[src/hw/clock_gen_cfg.svh]
// Constants of the clock generation block
// What this block does
// - Select pins pick bypass, x6, x12; 11 invalid
// - Bypass routes reference; multiply routes PLL clock
// - Divide CPU clock by two, four, six, eight
// - Deliver generated clocks to core and peripherals
// - Wait PLL lock time only in multiply modes
// - Lock wait covers two and half typical
`ifndef CLOCK_GEN_CFG_SVH
`define CLOCK_GEN_CFG_SVH

// ----------------------------------------
// Select pin codes
// ----------------------------------------
`define MODE_BYPASS 2'h0
`define MODE_X6 2'h1
`define MODE_X12 2'h2
`define MODE_RESERVED 2'h3

// ----------------------------------------
// Timing
// ----------------------------------------
`define CLK_PERIOD_NS 10
`define LOCK_TYP_NS 75000
`define LOCK_MARGIN_NUM 5
`define LOCK_MARGIN_DEN 2
`define LOCK_WAIT_NS (`LOCK_TYP_NS * `LOCK_MARGIN_NUM / `LOCK_MARGIN_DEN)
`define LOCK_WAIT_CYC ((`LOCK_WAIT_NS + `CLK_PERIOD_NS - 1) / `CLK_PERIOD_NS)
`define LOCK_CNT_W 16

// ----------------------------------------
// Dividers: half period in CPU rising edges
// ----------------------------------------
`define DIV_COUNT 4
`define DIV2_HALF 2'h1
`define DIV4_HALF 2'h2
`define DIV6_HALF 2'h3
`define DIV8_HALF 2'h0

`endif

[src/hw/clock_gen_pkg.sv]
// Types of the clock generation block
`default_nettype none
package clock_gen_pkg;
  typedef enum logic [2:0] {
    st_strap,
    st_bypass,
    st_lock,
    st_run,
    st_bad
  } clk_state_t;
endpackage
`default_nettype wire

[src/hw/clock_gen.sv]
// Clock mode control, PLL lock wait and CPU clock dividers
`include "clock_gen_cfg.svh"
`default_nettype none
module clock_gen
  import clock_gen_pkg::*;
#(
  parameter logic [`LOCK_CNT_W-1:0] LOCK_WAIT_CYCLES = `LOCK_CNT_W'(`LOCK_WAIT_CYC)
) (
  input wire logic mclk,
  input wire logic rstn,
  input wire logic multiplier_select_bit0,
  input wire logic multiplier_select_bit1,
  input wire logic reference_clock_input,
  input wire logic pll_clock_input,
  output logic core_clock_out,
  output logic peripheral_clock_out,
  output logic quarter_rate_clock_out,
  output logic sixth_rate_clock_out,
  output logic eighth_rate_clock_out,
  output logic pll_locked,
  output logic mode_invalid,
  output logic [1:0] clock_mode
);

  // ----------------------------------------
  // Mode latch and lock sequencing
  // ----------------------------------------
  clk_state_t state_q;
  logic [1:0] mode_q;
  logic [`LOCK_CNT_W-1:0] lock_cnt_q;
  logic [1:0] pins;

  assign pins = {multiplier_select_bit1, multiplier_select_bit0};

  // Straps caught on first clock after reset release
  always_ff @(posedge mclk or negedge rstn) begin
    if (!rstn) begin
      state_q <= st_strap;
      mode_q <= `MODE_BYPASS;
    end else if (state_q == st_strap) begin
      mode_q <= pins;
      unique case (pins)
        `MODE_BYPASS: state_q <= st_bypass;
        `MODE_X6, `MODE_X12: state_q <= st_lock;
        default: state_q <= st_bad;
      endcase
    end else if (state_q == st_lock && lock_cnt_q == LOCK_WAIT_CYCLES - 1'b1) begin
      state_q <= st_run;
    end
  end

  always_ff @(posedge mclk or negedge rstn) begin
    if (!rstn) begin
      lock_cnt_q <= '0;
    end else if (state_q == st_lock) begin
      lock_cnt_q <= lock_cnt_q + 1'b1;
    end else begin
      lock_cnt_q <= '0;
    end
  end

  always_ff @(posedge mclk or negedge rstn) begin
    if (!rstn) begin
      pll_locked <= 1'b0;
      mode_invalid <= 1'b0;
      clock_mode <= `MODE_BYPASS;
    end else begin
      pll_locked <= (state_q == st_run);
      mode_invalid <= (state_q == st_bad);
      clock_mode <= mode_q;
    end
  end

  // ----------------------------------------
  // CPU clock source select
  // ----------------------------------------
  logic cpu_q;
  logic cpu_prev_q;
  logic cpu_rise;

  // Held low while straps settle, PLL locks, or mode is reserved
  always_ff @(posedge mclk or negedge rstn) begin
    if (!rstn) begin
      cpu_q <= 1'b0;
      cpu_prev_q <= 1'b0;
    end else begin
      cpu_prev_q <= cpu_q;
      if (state_q == st_bypass) begin
        cpu_q <= reference_clock_input;
      end else if (state_q == st_run) begin
        cpu_q <= pll_clock_input;
      end else begin
        cpu_q <= 1'b0;
      end
    end
  end

  assign cpu_rise = cpu_q & ~cpu_prev_q;
  assign core_clock_out = cpu_q;

  // ----------------------------------------
  // Dividers /2 /4 /6 /8
  // ----------------------------------------
  localparam logic [1:0] HALF [`DIV_COUNT] = '{`DIV2_HALF, `DIV4_HALF, `DIV6_HALF, `DIV8_HALF};
  logic [`DIV_COUNT-1:0] div_q;

  genvar i;
  generate
    for (i = 0; i < `DIV_COUNT; i++) begin : g_div
      logic [1:0] cnt_q;
      logic tog_q;
      always_ff @(posedge mclk or negedge rstn) begin
        if (!rstn) begin
          cnt_q <= 2'h0;
          tog_q <= 1'h0;
        end else if (cpu_rise) begin
          // Toggle every half period of CPU edges; /8 wraps 3 to 0
          if (cnt_q == HALF[i] - 2'h1) begin
            cnt_q <= 2'h0;
            tog_q <= ~tog_q;
          end else begin
            cnt_q <= cnt_q + 2'h1;
          end
        end
      end
      assign div_q[i] = tog_q;
    end
  endgenerate

  assign peripheral_clock_out = div_q[0];
  assign quarter_rate_clock_out = div_q[1];
  assign sixth_rate_clock_out = div_q[2];
  assign eighth_rate_clock_out = div_q[3];
endmodule
`default_nettype wire

[config.mk]
export PLATFORM = sky130hd
export DESIGN_NAME = clock_gen
export DESIGN_NICKNAME = d
export VERILOG_FILES = /design/src/hw/clock_gen_pkg.sv /design/src/hw/clock_gen.sv
export VERILOG_INCLUDE_DIRS = /design/src /design/src/hw
export SDC_FILE = /design/constraint.sdc
export NUM_CORES = 1
export LEC_CHECK = 0
export BUFFER_PORTS_ARGS = -buffer_cell sky130_fd_sc_hd__buf_2
export CAP_MARGIN = 10
export CORE_MARGIN = 5
export CORE_UTILIZATION = 58
export CTS_BUF_LIST = sky130_fd_sc_hd__clkbuf_16
export DETAILED_ROUTE_END_ITERATION = 6
export GPL_TIMING_DRIVEN = 0
export HOLD_SLACK_MARGIN = 0.03
export PLACE_DENSITY = 0.78
export SETUP_SLACK_MARGIN = 0.1
export SLEW_MARGIN = 25
export SYNTH_ARGS = -nofsm -noshare
export SYNTH_HDL_FRONTEND = slang
export SYNTH_SLANG_ARGS = --single-unit
export TNS_END_PERCENT = 100
[constraint.sdc]
create_clock -name mclk -period 2.2 [get_ports mclk]
set_clock_uncertainty 0.05 [all_clocks]
set_input_delay 0.22 -clock mclk [delete_from_list [all_inputs] [get_ports mclk]]
set_output_delay 0.22 -clock mclk [all_outputs]
set_load 0.05 [all_outputs]
# == Word-level counts from Yosys, hierarchy flattened ==
# Index checks and enable logic that the tools add are counted.
# word_totals
reg_bits,39
in_bits,6
output_inout_bits,9
elab_cells,57
# classes
n_addsub,5
eq_ne,10
muxes,10
bitwise,6
n_reduce_logical,10
# op_table
op,n
"adder 16 x 1 -> 16 bit, second input constant",1
"equality test 16 x 15 -> 1 bit, second input constant",1
2-to-1 mux 16 bit,1
"adder 2 x 1 -> 2 bit, second input constant",4
2-to-1 mux 2 bit,4
AND reduction 2 bit,4
"equality test 2 bit, second input constant",3
"equality test 3 x 2 -> 1 bit, second input constant",2
2-to-1 mux 3 bit,2
one-hot mux 3 bit (2 select lines),1
NOT 1 bit,5
"equality test 2 x 1 -> 1 bit, second input constant",2
zero test 2 bit,2
"equality test 3 x 1 -> 1 bit, second input constant",1
"equality test 3 bit, second input constant",1
zero test 3 bit,1
2-to-1 mux 1 bit,2
nonzero test 2 bit,1
OR reduction 2 bit,1
AND 1 bit,1
logical AND 1 bit,1

# == Longest topological paths before layout ==
# Gate-level depths: netlist (run 1).
# depth
depth_word,4
mapped_depth,5

# == Worst setup path before layout (run 1) ==
# OpenSTA, ideal clock, no wires.
# synth_path
path_kind,register to register
startpoint,register lock_cnt_q[0]
endpoint,register lock_cnt_q[12]
t_arrival_ns,1.463
slack_ns,0.609
stages_incl_launch_ff,5
n_path_buf,0
period_less_slack_ns,1.591
path_cell_list,dfrtp_1 ha_1 nand4_1 or4_1 a21oi_1
# synth_between
elab_chain_len,2
# synth_rtl
item,line,rtl
"start, declared",clock_gen.sv:30,logic [`LOCK_CNT_W-1:0] lock_cnt_q;
"start signal, assigned",clock_gen.sv:56,lock_cnt_q <= lock_cnt_q + 1'b1;
adder 16 x 1 -> 16 bit,clock_gen.sv:56,
2-to-1 mux 16 bit,clock_gen.sv:55,end else if (state_q == st_lock) begin
# No other way between the ends.
# A chain may end at the register's enable or synchronous reset.

# == Worst setup path after layout (run 1) ==
# Same ends and word-level chain as after synthesis.

==> summary.txt, run 1 <==
Outcome
  – Status: completed

Die
  – Core Area: 0.003003 mm²
  – I/O pin total: 15
  – Chip height: 65.72 µm
  – FP Rows: 20
  – Die Width: 65.72 µm
  – Die ar.: 0.004318 mm²
  – Initial core utilization: 59.96%

Route
  – DR pass1 iterations: 4
  – Routed Antenna Nets: 0
  – Post-route DRC violation count: 0
  – WL final: 3.257 mm
  – Vias per cell: 5.797
  – WL/cell: 14.67 µm
  – Via count: 1287
  – DRT iter0 DRCs: 70

Timing
  – Worst Max-Slew Pin Slew: 0.8424 ns
  – RSZ-0062 raised after global routing: no
  – Min Clock Period, post-route: 1.859 ns
  – Final hold vios: 0
  – Slew margin rel.: 43.84%
  – Final setup margin: 0.3408 ns
  – Tcrit/Tclk final: 84.51%
  – Final setup vio count: 0
  – FMAX: 537.9 MHz
  – Slew Limit Fails: 0
  – Setup tns final: 0 ns
  – Final Hold Slack: 0.1580 ns

Clocking
  – CTS H-tree depth: 2
  – Num CTS Buffers: 5
  – Root Buffer: clkbuf_16
  – Post-CTS repair timing setup buffer count: 0
  – Clock transition at the registers of the reported paths: 0.05 ns
  – Clk_lat worst skew: 0.28 ns
  – Max Root-Sink Buffers: 2
  – TritonCTS clock tree: yes
  – Clk sink count: 39

GRT
  – Vias in the first global route: 1265
  – Pin count of the biggest net entering global routing: 40
  – Grt total ovfl: 0
  – Initial antenna violation count: 0
  – First-pass GRT wire length: 5.589 mm
  – Total GRT Usage: 17.18%

Synthesis
  – Post-synth EDFFs: 0
  – Asr flop ratio synth: 100.0%
  – Synth warn: 0
  – Avg Cell Area, Syn: 10.78 µm²
  – Seq/Total Area, Yosys: 54.20%
  – Cells after synthesis: 167
  – Syn Std Cell Area: 0.001800 mm²
  – Yosys cell types: 35
  – Syn Nets: 180
  – Synth Flop Type: dfrtp_1
  – #FFs+latches synth: 39

Worst setup path
  – Critical Path RT: 2.35 ns
  – Crit Path Class: reg2reg
  – R2r setup slk: 0.34 ns
  – Worst EP arrival: 2.00 ns
  – CP max-delay cell: or4_1
  – Crit path cell chain: ha_1 -> nand4_1 -> or4_1 -> a21oi_1
  – Buf/Inv on CP: 0
  – CP Max Fanout: 7
  – Largest delay share family, worst path: simple AND/OR/NAND/NOR gates
  – CP Launch Type: register
  – Slowest cell delay on critical path: 0.52 ns
  – Crit. End Element: register

Finish
  – Final Core Density: 69.42%
  – Final #Nets: 202
  – Antenna diodes: 0
  – Fraction of layout cells with a size suffix above 1: 16.93%
  – Layout area overhead: 15.77%

Placed design
  – Port Buffers: 14
  – Dpl hpwl: 2.272 mm
  – Dpl ws: 0.3515 ns
  – GPL Wtd Cong: 0.8961

Power
  – Max VDD drop: 0.0006018 V
  – Net switching share of the total power: 27.16%
  – Clk network pwr share: 40.7%
  – NetSw: 0.5277 mW
  – Leakage: 0.9144 nW
  – Reg power frac: 43.8%
  – Logic gate share of total power: 15.5%
  – Int Pwr: 1.415 mW
  – Power Dens Cells: 932.2 mW/mm²
  – Total Power: 1.943 mW

Run
  – Max cap viols: 0

Worst hold path
  – Hold Crit Class: in2reg
==> what timing repair did <==
action | 4_1_cts | 5_1_grt
hold buffers | 1 | 0
endpoints found under the setup margin | 0 | 0
endpoints found under the hold margin | 39 | 0
gates resized for setup | 0 | 0
==> flip-flops by register name (all words and copies together) (netlist names) <==
name                    count
state_q                     3
mode_q                      2
clock_mode                  2
peripheral_clock_out        1
g_div.cnt_q                 8
lock_cnt_q                 16
eighth_rate_clock_out       1
pll_locked                  1
mode_invalid                1
core_clock_out              1
sixth_rate_clock_out        1
cpu_prev_q                  1
quarter_rate_clock_out      1
==> routing by layer <==
layer  vias up  share of wire (%)  global-route usage [%]
met5         -                  0                       0
met4         0                1.6                   6.995
met3         7                3.9                   5.641
met2        18                 53                   29.41
met1       628                 42                   19.58
li1        634                  -                       -
==> Yosys cell counts (all sizes together) (4+ instances only) <==
library cell | count | area (µm²)
inv | 8 | 30.03
o21ai | 5 | 25.02
a21o | 4 | 30.03
nor4 | 4 | 25.02
clkbuf | 4 | 15.01
nand4 | 9 | 62.56
nand3 | 5 | 30.03
xnor2 | 6 | 52.55
nand2b | 4 | 25.02
dfrtp | 39 | 975.9
or4 | 4 | 30.03
ha | 7 | 87.58
o31ai | 5 | 37.54
nor2 | 9 | 33.78
mux2i | 5 | 50.05
nand2 | 18 | 67.56
a21oi | 8 | 40.04
==> power by group through the flow <==
stage | combinational [mW] | clock (mW) | sequential, mW
4_1_cts | 0.307 | 0.807 | 0.851
2_1_floorplan | 0.0903 | 0 | 0.994
3_5_place_dp | 0.304 | 0 | 0.863
6_report | 0.302 | 0.790 | 0.851
5_1_grt | 0.325 | 0.844 | 0.860
3_3_place_gp | 0.298 | 0 | 0.859
==> final timing paths <==
kind                                        startpoint                    to  cells past startpoint
worst max-delay path                     lock_cnt_q[0]        lock_cnt_q[12]                      4
worst min register to register               mode_q[0]         clock_mode[0]                      0
worst min-delay path            multiplier_select_bit0             mode_q[0]                      2
max in group asynchronous                         rstn         lock_cnt_q[6]                      2
min in group asynchronous                         rstn  sixth_rate_clock_out                      2
worst max register to register           lock_cnt_q[0]        lock_cnt_q[12]                      4
==> layout by cell type (no fill, tap or decap), types with 2 or more instances in the layout <==
master	synthesis	final
dfrtp_1	39	39
nand2_1	18	18
buf_2	1	15
nor2_1	9	9
inv_1	8	8
nand4_1	8	8
a21oi_1	8	8
ha_1	7	7
xnor2_1	6	6
mux2i_1	5	5
o31ai_1	5	5
o21ai_0	5	5
clkbuf_16	0	5
clkbuf_1	4	4
nand2b_1	4	4
nor4_1	4	4
nand3_1	4	4
or4_1	4	4
a21o_1	4	4
nor3_1	3	3
nand3b_1	3	3
or3_2	2	2
xor2_1	2	2
mux2_2	2	2
==> area by class of cell <==
type                       instances  area, µm²
buffer                             6      31.28
clock buffer                       5      125.1
clock inverter                     2      37.54
fill                             243      918.4
inverter                           8      30.03
multi-input combinational        114      763.2
sequential                        39      975.9
tap                               33      41.29
timing repair buffer              15      80.08
==> stage by stage <==
step           std cells  area (µm²)
2_1_floorplan        167        1800
4_1_cts              222        2085
6_report             222        2085
3_5_place_dp         214        1912
5_1_grt              222        2085
3_3_place_gp         214        1912
==> logic make-up (layout without fill, tap and decap cells) <==
| group | Yosys count | count (layout) | share of synthesized area, % |
|---|---|---|---|
| compound gates | 24 | 24 | 8.270 |
| xor+xnor | 8 | 8 | 3.892 |
| flops | 39 | 39 | 54.20 |
| simple gates | 68 | 68 | 21.33 |
| buf+inv | 14 | 36 | 3.405 |
| mux | 7 | 7 | 4.031 |
| fa+ha+maj | 7 | 7 | 4.864 |
Power figures use the tool's default switching activity.
==> inputs of run 2 (changes only) <==
clock period = 1.9 ns   (was 2.2 ns; I/O delays follow)
==> run 2 against run 1 <==
Effect of this change:
- flip-flop and latch count is the same
- global-route usage barely moved
- utilization rose by 0.71 points
- clock-buffer cell count unchanged
- critical endpoint unchanged
- first-iteration DRC count is 7.1% lower
- clock power increased by 16%
- sequential power is 16% higher
- non-clock buffer count is 1 higher
- total power rose by 16%
- routed wire length decreased by 0.58%
- critical path depth stayed put
==> summary.txt, run 2 (synthesis gave the netlist of run 1 again) <==
Route
  – DRT iter0 DRCs: 65 (was 70)
  – DR pass1 iterations: 4 (unchanged)
  – Routed Antenna Nets: 0 (unchanged)
  – WL final: 3.238 mm (was 3.257 mm)
  – Vias per cell: 5.825 (was 5.797)
  – WL/cell: 14.52 µm (was 14.67 µm)
  – Via count: 1299 (was 1287)
  – Post-route DRC violation count: 0 (unchanged)

Die
  – Initial core utilization: 59.96% (unchanged)
  – FP Rows: 20 (unchanged)
  – Core Area: 0.003003 mm² (unchanged)
  – I/O pin total: 15 (unchanged)
  – Die Width: 65.72 µm (unchanged)
  – Chip height: 65.72 µm (unchanged)
  – Die ar.: 0.004318 mm² (unchanged)

GRT
  – Grt total ovfl: 0 (unchanged)
  – Vias in the first global route: 1264 (was 1265)
  – First-pass GRT wire length: 5.575 mm (was 5.589 mm)
  – Total GRT Usage: 17.15% (was 17.18%)
  – Pin count of the biggest net entering global routing: 40 (unchanged)
  – Initial antenna violation count: 0 (unchanged)

Clocking
  – Max Root-Sink Buffers: 2 (unchanged)
  – TritonCTS clock tree: yes (unchanged)
  – Root Buffer: clkbuf_16 (unchanged)
  – Clock transition at the registers of the reported paths: 0.05 ns (about the same)
  – Clk sink count: 39 (unchanged)
  – CTS H-tree depth: 2 (unchanged)
  – Clk_lat worst skew: 0.28 ns (about the same)
  – Num CTS Buffers: 5 (unchanged)

Finish
  – Most common cell after layout, fill and taps aside: dfrtp_1 (unchanged)
  – Top Registers: lock_cnt_q x16, g_div.cnt_q x8, state_q x3 (unchanged)
  – Antenna diodes: 0 (unchanged)
  – Layout area overhead: 16.96% (was 15.77%)
  – Post-route cell area: 0.002106 mm² (was 0.002085 mm²)
  – Number of flip-flops in the largest register: 16 (unchanged)
  – Filler cells: 241 (was 243)
  – Fraction of layout cells with a size suffix above 1: 18.42% (was 16.93%)
  – Reg with most FFs: lock_cnt_q (unchanged)
  – Final #Nets: 203 (was 202)
  – Most frequent cells in the layout: dfrtp_1, nand2_1, buf_2 (unchanged)

Worst setup path
  – Register-to-Register Path Depth: 4 (unchanged)
  – Worst EP arrival: 1.83 ns (was 2.00 ns)
  – Reg-to-Reg Start: lock_cnt_q[1] (was lock_cnt_q[0])
  – Crit. End Element: register (unchanged)
  – CP Launch Type: register (unchanged)
  – CP startpoint: lock_cnt_q[1] (was lock_cnt_q[0])
  – Critical Path RT: 2.04 ns (was 2.35 ns)
  – FF-to-FF End: lock_cnt_q[12] (unchanged)
  – CP Max Fanout: 6 (was 7)
  – Crit Path Class: reg2reg (unchanged)
  – R2r setup slk: 0.21 ns (was 0.34 ns)

Timing
  – Slew Limit Fails: 0 (unchanged)
  – Min Clock Period, post-route: 1.688 ns (was 1.859 ns)
  – Slew margin rel.: 43.85% (was 43.84%)
  – Tcrit/Tclk final: 88.84% (was 84.51%)
  – RSZ-0062 raised after global routing: no (unchanged)
  – Worst Max-Slew Pin Slew: 0.8422 ns (was 0.8424 ns)
  – Setup tns final: 0 ns (unchanged)
  – Final hold vios: 0 (unchanged)
  – Final setup vio count: 0 (unchanged)
  – FMAX: 592.4 MHz (was 537.9 MHz)

Placed design
  – GPL Wtd Cong: 0.8961 (unchanged)
  – Dpl hpwl: 2.272 mm (unchanged)
  – Port Buffers: 14 (unchanged)
  – Placed cell areas: 0.001912 mm² (unchanged)

Outcome
  – Status: completed (unchanged)

Worst hold path
  – Hold Crit Class: in2reg (unchanged)
  – Worst hold path depth: 2 (unchanged)
  – Worst Hold End: mode_q[0] (unchanged)
  – Hold wc startpoint: multiplier_select_bit0 (unchanged)

Power
  – Max VDD drop: 0.0006967 V (was 0.0006018 V)
  – Power Dens Cells: 1067 mW/mm² (was 932.2 mW/mm²)
  – Leakage: 0.9138 nW (was 0.9144 nW)

Run
  – Max cap viols: 0 (unchanged)
==> run 2: changes by cell type in the layout (fill, tap and decap cells not counted), sizes merged <==
cell	change
buf	+1
==> run 2: how the worst max path moves through the flow <==
stage                                end  slack (ns)
final                     lock_cnt_q[12]        0.21
after floorplan           lock_cnt_q[12]        0.31
after detailed placement  lock_cnt_q[12]        0.05
after global placement    lock_cnt_q[12]        0.15
after CTS                 lock_cnt_q[14]         0.1
after global routing      lock_cnt_q[12]        0.11
==> run 2: layout make-up <==
cell class / count / area [µm²] / area share [%]
Sequential cell: 39 / 977.2 / 46.41
Multi-Input combinational cell: 114 / 775.7 / 36.84
Clock buffer: 5 / 125.1 / 5.942
Timing Repair Buffer: 16 / 87.58 / 4.159
Tap cell: 33 / 41.29 / 1.961
Clock inverter: 2 / 37.54 / 1.783
Buffer: 6 / 31.28 / 1.485
Inverter: 8 / 30.03 / 1.426
==> run 2: metrics by stage <==
stage	util (%)	std cells	hold WS [ns]	power [mW]	worst slack (ns)
after global routing	70.13	223	0.1394	2.349	0.1066
after detailed placement	63.67	214	0.2942	1.351	0.05151
final	70.13	223	0.1286	2.248	0.2120
after CTS	69.50	222	0.1203	2.276	0.09641
after global placement	63.67	214	0.2695	1.339	0.1458
after floorplan	-	167	-0.1556	1.255	0.3091
==> run 2: timing repair <==
action / 4_1_cts / 5_1_grt
gates resized for setup: 1 / 2
hold buffers: 1 / 0
endpoints found under the hold margin: 39 / 0
buffers inserted: 0 / 1
pin swaps: 0 / 1
endpoints found under the setup margin: 2 / 3
==> run 2: where the power goes <==
part           internal (mW)  leakage (nW)  switching, mW  total [mW]
Combinational          0.107         0.321          0.243       0.350
Sequential             0.921         0.517         0.0637       0.985
Clock                  0.611        0.0759          0.302       0.913
==> run 2: per-layer routing <==
layer	wire length (µm)	up-vias	track usage (%)
met5	0	-	0
met4	53	0	6.995
met3	120	8	5.641
met2	1741	19	29.41
met1	1323	638	19.47
li1	-	634	-
==> run 2: critical path: stages, from the launching register on <==
cell	delay, ns
dfrtp_1	0.46
ha_4	0.21
nand4_1	0.20
or4_1	0.52
a21oi_1	0.17
==> inputs of run 3 (changes only) <==
RECOVER_POWER = 50   (was unset)
==> run 3 against run 2 <==
Effect of this change:
- critical path depth unchanged
- highest routed layer unchanged
- critical path type unchanged
- flip-flop and latch count stayed put
- clock power about the same
- worst setup slack got worse by 0.0012 ns
- cell area decreased by 0.59%
- hold slack worse by 0.0015 ns
- combinational power fell by 4%
- routed wire length stayed put
- clock-buffer cell count is the same
- final cell count unchanged
==> summary.txt, run 3 (synthesis gave the netlist of run 1 again) <==
Timing
  – Final setup vio count: 0 (unchanged)
  – Final hold vios: 0 (unchanged)
  – Slew Limit Fails: 0 (unchanged)
  – Tcrit/Tclk final: 88.91% (was 88.84%)
  – FMAX: 592.0 MHz (was 592.4 MHz)
  – Worst Max-Slew Pin Slew: 0.9286 ns (was 0.8422 ns)
  – Min Clock Period, post-route: 1.689 ns (was 1.688 ns)
  – Setup tns final: 0 ns (unchanged)
  – Slew margin rel.: 38.09% (was 43.85%)
  – RSZ-0062 raised after global routing: no (unchanged)

GRT
  – First-pass GRT wire length: 5.575 mm (unchanged)
  – Total GRT Usage: 17.15% (unchanged)
  – Grt total ovfl: 0 (unchanged)
  – Vias in the first global route: 1264 (unchanged)
  – Initial antenna violation count: 0 (unchanged)
  – Pin count of the biggest net entering global routing: 40 (unchanged)

Worst setup path
  – R2r setup slk: 0.21 ns (about the same)
  – CP startpoint: lock_cnt_q[1] (unchanged)
  – Critical Path RT: 2.05 ns (was 2.04 ns)
  – Worst EP arrival: 1.84 ns (was 1.83 ns)
  – FF-to-FF End: lock_cnt_q[12] (unchanged)
  – CP Max Fanout: 6 (unchanged)
  – CP Launch Type: register (unchanged)
  – Crit Path Class: reg2reg (unchanged)
  – Reg-to-Reg Start: lock_cnt_q[1] (unchanged)
  – Register-to-Register Path Depth: 4 (unchanged)
  – Critical Path End: lock_cnt_q[12] (unchanged)
  – Slowest cell delay on critical path: 0.52 ns (about the same)
  – Crit. End Element: register (unchanged)
  – Crit path cell chain: ha_4 -> nand4_1 -> or4_1 -> a21oi_1 (unchanged)
  – CP max-delay cell: or4_1 (unchanged)

Clocking
  – Root Buffer: clkbuf_16 (unchanged)
  – Clock transition at the registers of the reported paths: 0.05 ns (about the same)
  – Clk sink count: 39 (unchanged)
  – CTS H-tree depth: 2 (unchanged)
  – Max Root-Sink Buffers: 2 (unchanged)
  – Num CTS Buffers: 5 (unchanged)
  – TritonCTS clock tree: yes (unchanged)
  – Clk_lat worst skew: 0.28 ns (about the same)

Die
  – Initial core utilization: 59.96% (unchanged)
  – Die Width: 65.72 µm (unchanged)
  – I/O pin total: 15 (unchanged)
  – Die ar.: 0.004318 mm² (unchanged)
  – Core Area: 0.003003 mm² (unchanged)
  – Chip height: 65.72 µm (unchanged)
  – FP Rows: 20 (unchanged)

Placed design
  – Port Buffers: 14 (unchanged)
  – Dpl hpwl: 2.272 mm (unchanged)
  – GPL Wtd Cong: 0.8961 (unchanged)

Power
  – Leakage: 0.8767 nW (was 0.9138 nW)
  – Power Dens Cells: 1070 mW/mm² (was 1067 mW/mm²)
  – Max VDD drop: 0.0006975 V (was 0.0006967 V)

Route
  – DRT iter0 DRCs: 64 (was 65)
  – Post-route DRC violation count: 0 (unchanged)
  – WL/cell: 14.52 µm (unchanged)
  – DR pass1 iterations: 4 (unchanged)
  – WL final: 3.238 mm (unchanged)
  – Routed Antenna Nets: 0 (unchanged)
  – Via count: 1297 (was 1299)
  – Vias per cell: 5.816 (was 5.825)

Finish
  – Most frequent cells in the layout: dfrtp_1, nand2_1, clkbuf_1 (was dfrtp_1, nand2_1, buf_2)
  – Antenna diodes: 0 (unchanged)
  – Reg with most FFs: lock_cnt_q (unchanged)
  – Final #Nets: 203 (unchanged)
  – Top Registers: lock_cnt_q x16, g_div.cnt_q x8, state_q x3 (unchanged)
  – Most common cell after layout, fill and taps aside: dfrtp_1 (unchanged)
  – Fraction of layout cells with a size suffix above 1: 13.16% (was 18.42%)
  – Layout area overhead: 16.26% (was 16.96%)
  – Final Core Density: 69.71% (was 70.13%)
  – Number of flip-flops in the largest register: 16 (unchanged)

Worst hold path
  – Hold wc startpoint: multiplier_select_bit0 (unchanged)
  – Hold Crit Class: in2reg (unchanged)

Outcome
  – Status: completed (unchanged)

Run
  – Max cap viols: 0 (unchanged)
[run 3: cell types whose count changed in the layout (fill, tap and decap cells not counted), sizes merged]
cell	delta
buf	-11
clkbuf	+11
[run 3: final cells by class]
cell class / instances / area (µm²)
flip-flops and latches: 39 / 977.2
fillers: 246 / 909.6
multi-input cells: 114 / 775.7
clock buffers: 5 / 125.1
repair buffers: 16 / 76.32
well taps: 33 / 41.29
clock inverters: 2 / 37.54
plain buffers: 6 / 30.03
inverters: 8 / 30.03
[run 3: worst min-delay path by stage]
stage | to | slack (ns) | cells past startpoint
2_1_floorplan | clock_mode[0] | -0.16 | 0
5_1_grt | mode_q[1] | 0.14 | 2
4_1_cts | mode_q[0] | 0.12 | 2
3_3_place_gp | g_div[3].cnt_q[0] | 0.27 | 1
6_report | mode_q[0] | 0.13 | 2
3_5_place_dp | g_div[3].cnt_q[0] | 0.29 | 1
[run 3: stage by stage]
stage	area (µm²)	total power, mW	std cells	setup WS, ns	hold WS [ns]
floorplan	1800	1.255	167	0.3091	-0.1556
detailed placement	1912	1.351	214	0.05151	0.2942
CTS	2087	2.276	222	0.09641	0.1203
global route	2093	2.337	223	0.08369	0.1394
finish	2093	2.240	223	0.2108	0.1271
global placement	1912	1.339	214	0.1458	0.2695
[run 3: worst max-delay path: cells and delay by family, from the launching register on]
kind	cells	cell delay, ns
adder cells (fa/ha/maj)	1	0.21
flip-flops	1	0.46
AO/OA/AOI/OAI	1	0.17
AND/OR/NAND/NOR	2	0.72
[run 3: routing by layer]
metal	up-vias	wire length, µm	global-route usage (%)	part of all wire, %
met5	-	0	0	0
met4	0	55	6.995	1.7
met2	19	1718	29.41	53
li1	634	-	-	-
met3	6	128	5.641	4.0
met1	638	1335	19.47	41
[run 3: timing repair]
action | 4_1_cts | 5_1_grt
endpoints found under the hold margin | 39 | 0
hold buffers | 1 | 0
buffers inserted | 0 | 1
resized for setup | 1 | 2
pin swaps | 0 | 1
endpoints found under the setup margin | 2 | 3
[run 3: power breakdown]
part | internal, mW | total, mW | leakage (nW) | switching, mW
Combinational | 0.0939 | 0.337 | 0.284 | 0.243
Clock | 0.611 | 0.916 | 0.0759 | 0.305
Sequential | 0.921 | 0.987 | 0.517 | 0.0653
